**src/hw/timer_two_pkg.sv**
```systemverilog
/*
  Package for the timer two control/status block: register addresses,
  control field positions, reset value, clock selector codes and divider counts.
  Assumes a single core clock domain and an 8-bit special function register port.
*/
package timer_two_pkg;
  localparam logic [7:0] CTRL_ADDR = 8'hc8;
  localparam logic [7:0] RELOAD_LOW_ADDR = 8'hca;
  localparam logic [7:0] RELOAD_HIGH_ADDR = 8'hcb;
  localparam logic [7:0] COUNT_LOW_ADDR = 8'hcc;
  localparam logic [7:0] COUNT_HIGH_ADDR = 8'hcd;
  localparam logic [7:0] CTRL_RESET = 8'h00;
  localparam int HIGH_FLAG_BIT = 7;
  localparam int LOW_FLAG_BIT = 6;
  localparam int LOW_IRQ_EN_BIT = 5;
  localparam int CAPTURE_EN_BIT = 4;
  localparam int SPLIT_BIT = 3;
  localparam int RUN_BIT = 2;
  localparam logic [1:0] SEL_DIV12_A = 2'h0;
  localparam logic [1:0] SEL_CMP0 = 2'h1;
  localparam logic [1:0] SEL_DIV12_B = 2'h2;
  localparam logic [1:0] SEL_RTC8 = 2'h3;
  localparam logic [3:0] DIV12_LAST = 4'hb;
  localparam logic [2:0] RTC_DIV_LAST = 3'h7;
endpackage

```
**src/hw/timer_two_ctrl.sv**
```systemverilog
/*
  Timer two: control/status register, 16-bit or split 8-bit auto-reload counter,
  capture mode, alternate clock selection and synchronisation.
  Assumes the core drives a synchronous byte-wide register port (addr, wdata,
  write strobe, bit-write strobe) and reads rdata one cycle after a read strobe.
  The timer interrupt enable lives in the core; irq_request is gated by it here.
  Per-byte fast clock selects come from the neighbouring clock control register
  and are taken as plain levels, already in the core clock domain.
  Comparator and real-time clock inputs may change at any time; each passes a
  two-stage synchroniser and only its rising edges advance anything.
  A byte write and a bit write to the control register in one cycle: the byte
  write wins. A hardware flag set in the cycle of a software clear wins.
  Register reads have no side effects; the two count bytes are not latched
  together, so software reading a running 16-bit count must allow for a carry.
  Capture is meant for 16-bit mode; in split mode it still copies and flags.
*/
//Behaviour
//- High overflow flag sets when upper byte wraps 0xff to 0x00, any mode.
//- In 16-bit mode high flag sets when whole count wraps 0xffff to 0x0000.
//- With timer interrupt enabled, a set high flag requests an interrupt.
//- Flags never clear by hardware; software writes zero to clear.
//- Low overflow flag sets when lower byte wraps, in either mode.
//- Low flag requests interrupt when low byte enable and timer interrupt are on.
//- Capture enable bit at one selects capture mode.
//- Split bit one gives two 8-bit reload counters, zero one 16-bit counter.
//- Run bit enables counting; in split mode it gates the upper byte only.
//- Selector 00/10 core clock /12, 01 comparator 0, 11 real-time clock /8.
//- Capture trigger: selector 00/01 real-time clock /8, 10/11 comparator 0.
//- In split mode the alternate clock serves both bytes, per-byte selects apply.
//- Alternate clock sources are synchronised to the core clock before use.
//- Control register bit-addressable, all pages, resets to zero.
//- 16-bit overflow reloads pair except in capture mode; split mode reloads each byte separately.
//- Capture trigger copies count to reload pair and sets high flag.
//- Per-byte select one clocks that byte from core clock, zero from alternate.
`timescale 1ns/1ps
`default_nettype none
module timer_two_ctrl
  import timer_two_pkg::*;
(
  // Clock and reset
  input wire logic clk,
  input wire logic reset,
  // Register port
  input wire logic [7:0] reg_addr,
  input wire logic [7:0] reg_wdata,
  input wire logic reg_write,
  input wire logic reg_read,
  input wire logic bit_write,
  input wire logic [2:0] bit_index,
  input wire logic bit_value,
  output logic [7:0] reg_rdata,
  // Neighbouring clock control bits and core interrupt enable
  input wire logic high_byte_fast_clock_select,
  input wire logic low_byte_fast_clock_select,
  input wire logic timer_irq_enable,
  // Asynchronous sources
  input wire logic comparator0_out,
  input wire logic rtc_clock,
  // Status
  output logic irq_request,
  output logic [7:0] control_out
);

  typedef struct packed {
    logic [7:0] ctrl;
    logic [7:0] count_low;
    logic [7:0] count_high;
    logic [7:0] reload_low;
    logic [7:0] reload_high;
    logic [3:0] div12;
    logic [2:0] rtc_div;
    logic [1:0] cmp_sync;
    logic [1:0] rtc_sync;
    logic cmp_prev;
    logic rtc_prev;
    logic [7:0] rdata;
    logic irq;
  } state_s;

  state_s s_q, s_d;

  // Byte increment with wrap flag, used for both counter bytes
  function automatic logic [8:0] bump(input logic [7:0] v);
    bump = {1'b0, v} + 9'h001;
  endfunction

  function automatic logic [7:0] read_mux(input state_s s, input logic [7:0] a);
    unique case (a)
      CTRL_ADDR: read_mux = s.ctrl;
      RELOAD_LOW_ADDR: read_mux = s.reload_low;
      RELOAD_HIGH_ADDR: read_mux = s.reload_high;
      COUNT_LOW_ADDR: read_mux = s.count_low;
      COUNT_HIGH_ADDR: read_mux = s.count_high;
      default: read_mux = 8'h00;
    endcase
  endfunction

  // Register port decode shared by the byte and bit write paths
  function automatic logic ctrl_hit(input logic [7:0] a);
    ctrl_hit = (a == CTRL_ADDR);
  endfunction

  // Rising edge of a synchronised source against its delayed copy
  function automatic logic rise_of(input logic cur, input logic prev);
    rise_of = cur && !prev;
  endfunction

  // One step of an 8-bit auto-reload byte, returned as {wrapped, next value}
  function automatic logic [8:0] byte_step(input logic [7:0] v, input logic [7:0] reload);
    logic [8:0] sum;
    sum = bump(v);
    if (sum[8]) begin
      byte_step = {1'b1, reload};
    end else begin
      byte_step = {1'b0, sum[7:0]};
    end
  endfunction

  // Alternate count tick; code 10 falls back to the /12 source rather than stopping
  function automatic logic alt_pick(input logic [1:0] code, input logic div_in, cmp_in, rtc_in);
    unique case (code)
      SEL_DIV12_A: begin
        alt_pick = div_in;
      end
      SEL_CMP0: begin
        alt_pick = cmp_in;
      end
      SEL_DIV12_B: begin
        alt_pick = div_in;
      end
      SEL_RTC8: begin
        alt_pick = rtc_in;
      end
    endcase
  endfunction

  // Capture trigger: upper selector bit picks the comparator, else real-time clock /8
  function automatic logic cap_pick(input logic [1:0] code, input logic cmp_in, rtc_in);
    if (code[1]) begin
      cap_pick = cmp_in;
    end else begin
      cap_pick = rtc_in;
    end
  endfunction

  logic cmp_rise;
  logic rtc_rise;
  logic div12_tick;
  logic rtc8_tick;
  logic alt_tick;
  logic cap_tick;
  logic cap_event;
  logic low_tick;
  logic high_tick;
  logic low_wrap;
  logic high_wrap;
  logic capture;
  logic split;
  logic run;
  logic irq_cause;
  logic ctrl_byte_write;
  logic ctrl_bit_write;
  logic [8:0] low_sum;
  logic [8:0] high_sum;
  logic [8:0] low_step;
  logic [8:0] high_step;
  logic [7:0] ctrl_w;
  logic [7:0] read_value;
  logic [1:0] sel;

  always_comb begin
    s_d = s_q;
    split = s_q.ctrl[SPLIT_BIT];
    run = s_q.ctrl[RUN_BIT];
    capture = s_q.ctrl[CAPTURE_EN_BIT];
    sel = s_q.ctrl[1:0];

    // Only the second stage is examined; the first stage feeds nothing else
    s_d.cmp_sync = {s_q.cmp_sync[0], comparator0_out};
    s_d.rtc_sync = {s_q.rtc_sync[0], rtc_clock};
    s_d.cmp_prev = s_q.cmp_sync[1];
    s_d.rtc_prev = s_q.rtc_sync[1];
    cmp_rise = rise_of(s_q.cmp_sync[1], s_q.cmp_prev);
    rtc_rise = rise_of(s_q.rtc_sync[1], s_q.rtc_prev);

    // Divider runs free, so a selector change needs no restart
    div12_tick = (s_q.div12 == DIV12_LAST);
    if (div12_tick) begin
      s_d.div12 = 4'h0;
    end else begin
      s_d.div12 = s_q.div12 + 4'h1;
    end
    rtc8_tick = rtc_rise && (s_q.rtc_div == RTC_DIV_LAST);
    if (rtc_rise) begin
      s_d.rtc_div = s_q.rtc_div + 3'h1;
    end

    alt_tick = alt_pick(sel, div12_tick, cmp_rise, rtc8_tick);
    cap_tick = cap_pick(sel, cmp_rise, rtc8_tick);
    cap_event = capture && cap_tick;

    // Per-byte select picks core clock or the shared alternate tick
    low_tick = low_byte_fast_clock_select || alt_tick;
    high_tick = high_byte_fast_clock_select || alt_tick;

    low_sum = bump(s_q.count_low);
    high_sum = bump(s_q.count_high);
    low_step = byte_step(s_q.count_low, s_q.reload_low);
    high_step = byte_step(s_q.count_high, s_q.reload_high);
    low_wrap = 1'b0;
    high_wrap = 1'b0;
    ctrl_w = s_q.ctrl;

    if (split) begin
      // Low byte always counts in split mode
      if (low_tick) begin
        low_wrap = low_step[8];
        s_d.count_low = low_step[7:0];
      end
      if (run && high_tick) begin
        high_wrap = high_step[8];
        s_d.count_high = high_step[7:0];
      end
    end else if (run && low_tick) begin
      low_wrap = low_sum[8];
      s_d.count_low = low_sum[7:0];
      if (low_wrap) begin
        high_wrap = high_sum[8];
        s_d.count_high = high_sum[7:0];
      end
      // Capture mode runs through overflow so successive captures stay comparable
      if (high_wrap && !capture) begin
        s_d.count_low = s_q.reload_low;
        s_d.count_high = s_q.reload_high;
      end
    end

    // Software access; hardware sets below win over a same-cycle clear
    ctrl_byte_write = reg_write && ctrl_hit(reg_addr);
    ctrl_bit_write = bit_write && ctrl_hit(reg_addr) && !reg_write;
    if (ctrl_byte_write) begin
      ctrl_w = reg_wdata;
    end else if (ctrl_bit_write) begin
      ctrl_w[bit_index] = bit_value;
    end
    if (reg_write) begin
      unique case (reg_addr)
        RELOAD_LOW_ADDR: begin
          s_d.reload_low = reg_wdata;
        end
        RELOAD_HIGH_ADDR: begin
          s_d.reload_high = reg_wdata;
        end
        COUNT_LOW_ADDR: begin
          s_d.count_low = reg_wdata;
        end
        COUNT_HIGH_ADDR: begin
          s_d.count_high = reg_wdata;
        end
        default: ;
      endcase
    end

    // Capture copy wins over a software write to the reload pair
    if (cap_event) begin
      s_d.reload_low = s_q.count_low;
      s_d.reload_high = s_q.count_high;
    end

    // Flags only set here; clearing is by software alone
    if (high_wrap || cap_event) begin
      ctrl_w[HIGH_FLAG_BIT] = 1'b1;
    end
    if (low_wrap) begin
      ctrl_w[LOW_FLAG_BIT] = 1'b1;
    end
    s_d.ctrl = ctrl_w;

    // Request follows the next flag state, so it rises together with the flag
    irq_cause = ctrl_w[HIGH_FLAG_BIT];
    if (ctrl_w[LOW_IRQ_EN_BIT] && ctrl_w[LOW_FLAG_BIT]) begin
      irq_cause = 1'b1;
    end
    s_d.irq = timer_irq_enable && irq_cause;
    read_value = read_mux(s_q, reg_addr);
    if (reg_read) begin
      s_d.rdata = read_value;
    end
  end

  always_ff @(posedge clk or posedge reset) begin
    if (reset) begin
      s_q <= '0;
    end else begin
      s_q <= s_d;
    end
  end

  assign reg_rdata = s_q.rdata;
  assign irq_request = s_q.irq;
  assign control_out = s_q.ctrl;

endmodule
`default_nettype wire

```
**config.mk**
```make
export PLATFORM = sky130hd
export DESIGN_NAME = timer_two_ctrl
export DESIGN_NICKNAME = d
export VERILOG_FILES = /design/src/hw/timer_two_pkg.sv /design/src/hw/timer_two_ctrl.sv
export SDC_FILE = /design/constraint.sdc
export NUM_CORES = 1
export LEC_CHECK = 0
export BUFFER_PORTS_ARGS = -buffer_cell sky130_fd_sc_hd__buf_2
export CELL_PAD_IN_SITES_DETAIL_PLACEMENT = 0
export CELL_PAD_IN_SITES_GLOBAL_PLACEMENT = 1
export CORE_UTILIZATION = 49
export CTS_CLUSTER_DIAMETER = 80
export DETAILED_ROUTE_END_ITERATION = 7
export PLACE_DENSITY_LB_ADDON = 0.08
export SYNTH_ARGS = -nofsm -noshare
export SYNTH_HDL_FRONTEND = slang
export SYNTH_SLANG_ARGS = --single-unit
```
**constraint.sdc**
```tcl
create_clock -name clk -period 3.2 [get_ports clk]
set_input_delay 0.64 -clock clk [delete_from_list [all_inputs] [get_ports clk]]
set_output_delay 0.64 -clock clk [all_outputs]
set_load 0.05 [all_outputs]
```
==> After elaboration in Yosys (flattened, before gate mapping) <==
Cells that the tools add are included.
{ "classes": {"n_addsub": 4, "order_cmp": 2, "eq_ne": 10, "n_mux": 35, "n_reduce_logical": 28} }
{ "op_table": {"columns": ["op", "count"], "rows": [
  ["2-to-1 mux 8 bit", 9],
  ["2-to-1 mux 16 bit", 4],
  ["== test 8 bit (second input constant)", 5],
  ["case mux 8 bit (5 select lines)", 1],
  ["2-to-1 mux 32 bit", 1],
  ["adder 8 x 1 -> 9 bit (second input constant)", 2],
  ["2-to-1 mux 9 bit", 2],
  ["2-to-1 mux 1 bit", 14],
  ["logical AND 1 bit", 13],
  ["bitwise mux 8 bit", 1],
  ["nonzero test 2 bit", 4],
  ["adder 4 x 1 -> 4 bit (second input constant)", 1],
  ["== test 2 bit (second input constant)", 2],
  ["== test 4 bit (second input constant)", 1],
  ["logical NOT 1 bit", 4],
  ["less-than comparator 3 x 4 -> 1 bit (second input constant)", 1],
  ["2-to-1 mux 4 bit", 1],
  ["AND reduction 2 bit", 2],
  ["adder 3 x 1 -> 3 bit (second input constant)", 1],
  ["demux 1 bit (select 3 bit)", 1],
  ["== test 3 bit (second input constant)", 1],
  ["greater-or-equal comparator 3 x 1 -> 1 bit (second input constant)", 1],
  ["logical OR 1 bit", 3],
  ["case mux 1 bit (3 select lines)", 1],
  ["other kinds (3)", 3]
]} }
{ "totals": {"register_bits": 62, "inputBits": 30, "out_inout_bits": 17, "wordCells": 93} }

==> Logic depth before layout (Yosys ltp) <==
{ "depth": {"word_depth": 15, "mapped_depth": 8, "ltp_nobuf": 7} }

==> Worst setup path before layout <==
No wires, ideal clock.
{ "synth_timing": {"path_type": "register to register", "from": "register s_q[15] in the netlist's numbering", "to": "register s_q[48] in the netlist's numbering", "setup_time_ps": 124, "arrival_time_ps": 2033, "required_ps": 3076, "setup_slack_ps": 1043, "path_stages_with_launch": 9, "n_path_buf": 1, "period_less_slack_ps": 2157, "path_cell_list": "dfrtp_1 > ha_1 > ha_1 > and4b_4 > a2111o_1 > buf_2 > a31oi_1 > a211oi_1 > a211o_1"} }
{ "synth_rtl": {"columns": ["element", "line", "text"], "rows": [
  ["start: declaration", "timer_two_ctrl.sv:80", "state_s s_q, s_d;"],
  ["start signal: assignment", "timer_two_ctrl.sv:293", "s_q <= '0;"],
  ["start signal: assignment", "timer_two_ctrl.sv:295", "s_q <= s_d;"]
]} }

==> flow_summary.ini <==
[setup_path]
cp_max_fo = 11
worstPathArrival_ns = 2.86
cp-start-kind = flop
r2r_end = s_q[42]
reg2reg_slack_ns = 0.57
crit_type = reg2reg
r2r-start = s_q[47]
crit_path_end_kind = flop
reg2reg_depth = 7
cp_data_required_time_ns = 3.43

[yosys]
synth.largest_area_cell = dfrtp_1
syn_area_per_cell_um2 = 9.04
synth_top_area_share_pct = 34.0
synth_cell_types = 77
synthCells = 505
ys_seq_area_share_pct = 34.0
synth.top_cells.by_count = dfrtp_1 (62), nor2_1 (45), a21oi_1 (38)
ys_ff_latch = 62
synth-edff-count = 0
synth-async-reset-ratio_pct = 100
synthTopCellsByArea = dfrtp_1 (34%), mux2i_1 (6.1%), a21oi_1 (4.2%), nor2_1 (3.7%), mux2_2 (3.0%)
syn-num-nets = 540
synthFlopType = dfrtp_1
syn_area_um2 = 4560
yosysMostFrequentCell = dfrtp_1
synth_warnings = 0

[sta]
fmax_ghz = 0.380
hold_ws_ns = 0.243
clock_skew_ns = 0.0105
finalHoldViolCount = 0
setup_violations = 0
post-route-min-period_ns = 2.63
slew_violations = 0
finalCritPeriodShare_pct = 82.3
tightest_slew_ns = 0.722
rsz0062_at_grt = false
tns_ns = 0
slew_headroom_pct = 51.9

[drt]
drc = 0
wl_per_cell_um = 22.7
wl_um = 14600
via_count = 4352
firstDrtPassIters = 7
ant_nets = 0
drt_iter0_drc = 418
vias_per_cell = 6.78

[cts]
path_clk_slew_ns = 0.07
clock_path_buffers = 2
h-tree-depth = 3
cts_root_buffer = clkbuf_8
clock-sinks = 62
cts_post_setup_buffers_inserted = 0
cts_hold_buf = 0
clk_latency_ns = 0.35
postCtsResizedCells = 0
cts_tree = built
cts_buffers = 9

[placement]
gp_congestion = 0.958
place_inst = 626
io_buffers = 46
hpwl_um = 10500

[die]
core-area_um2 = 8850
die_x_um = 98.5
die-area_um2 = 9700
dieHeight_um = 98.5
top_level_ports = 47
initial_utilization_pct = 51.6
row_count = 34

[run]
maxCapViolCount = 0

[global_routing]
grt_overflow_total = 0
grt_pass1_vias = 4050
grt_usage_pct = 31.1
grt_max_degree = 25
antenna_found_initial = 0
grt_pass1_wl_um = 23200

[final_layout]
num_antenna_cells = 0
nNetsFinal = 564
fillers = 832
area_growth_pct = 9.27
drive_gt1_share_pct = 21.2
layout.cells.non_filler = 642

[power]
total_leakage_power_nw = 2.06
total_power_w = 0.00276
p_per_area_nw_per_um2 = 553
ir_drop_v = 0.000243

[min_path]
worstHoldPathType = in2async

[status]
status = finished clean
## cell families after synthesis
| logic type | after synthesis | synth area share [%] |
|---|---|---|
| simple gates | 166 | 21.5 |
| xor+xnor | 2 | 0.384 |
| flops | 62 | 34.0 |
| mux | 40 | 9.10 |
| fa+ha+maj | 5 | 1.37 |
| compound gates | 164 | 26.0 |
| buf+inv | 66 | 7.70 |
## through the flow
stage / instance area, um^2 / setup slack (ns) / utilization [%]
floorplan: 4560 / 1.02 / -
global placement: 4770 / 0.593 / 53.9
detailed placement: 4770 / 0.634 / 53.9
CTS: 4990 / 0.648 / 56.3
global route: 4990 / 0.441 / 56.3
finish: 4990 / 0.568 / 56.3
## layer usage
metal / up-vias / wire [um] / global-route usage (%)
met5: - / 0 / 0
met4: 0 / 376 / 11.5
met3: 32 / 1290 / 6.31
met2: 213 / 6510 / 47.5
met1: 2127 / 6380 / 43.8
li1: 1980 / - / -
## power breakdown
| group | total [W] | internal (W) | leakage (nW) | switching (W) |
|---|---|---|---|---|
| clock | 0.000771 | 0.000437 | 0.106 | 0.000333 |
| sequential | 0.00124 | 0.000936 | 0.706 | 0.000302 |
| combinational | 0.000749 | 0.000328 | 1.25 | 0.000421 |
## critical path, stage by stage (launching register included)
cell       delay, ns
dfrtp_1         0.44
ha_1            0.49
and3_1          0.37
nand3_1         0.15
a2111oi_0       0.49
buf_4           0.19
mux2i_1         0.06
a221o_1         0.33
## registers in the layout, summed over array words and instances, names as in the netlist
register     cells
reg_rdata        8
s_d              4
control_out      8
irq_request      1
s_q             41
## final cells by class
cell class	instances	area (um^2)	share of cell area, %
Inverter	15	56.3	1.13
Multi-Input combinational cell	377	2660	53.4
Tap cell	108	135	2.71
Sequential cell	62	1550	31.1
Clock inverter	6	86.3	1.73
Clock buffer	10	128	2.56
Timing Repair Buffer	64	365	7.33
## how the worst max path moves through the flow
| stage | from | endpoint | cells after the start |
|---|---|---|---|
| final | s_q[47] | s_q[42] | 7 |
| after global routing | s_q[47] | s_q[42] | 7 |
| after CTS | s_q[47] | s_q[42] | 7 |
| after detailed placement | reg_addr[0] | irq_request | 7 |
| after global placement | reg_addr[0] | irq_request | 7 |
| after floorplan | reset | control_out[0] | 1 |
## placed cells by master, fill, tap and decap left out, types with 15 or more instances in the layout
cell type | synthesis | routed
dfrtp_1 | 62 | 62
buf_2 | 14 | 46
nor2_1 | 45 | 45
a21oi_1 | 38 | 38
mux2i_1 | 28 | 28
nand2_1 | 27 | 27
a31oi_1 | 20 | 20
buf_4 | 17 | 18
a22oi_1 | 17 | 17
nand3_1 | 15 | 15
o21ai_0 | 15 | 15
Note: power is estimated with default switching activity, not from simulation.
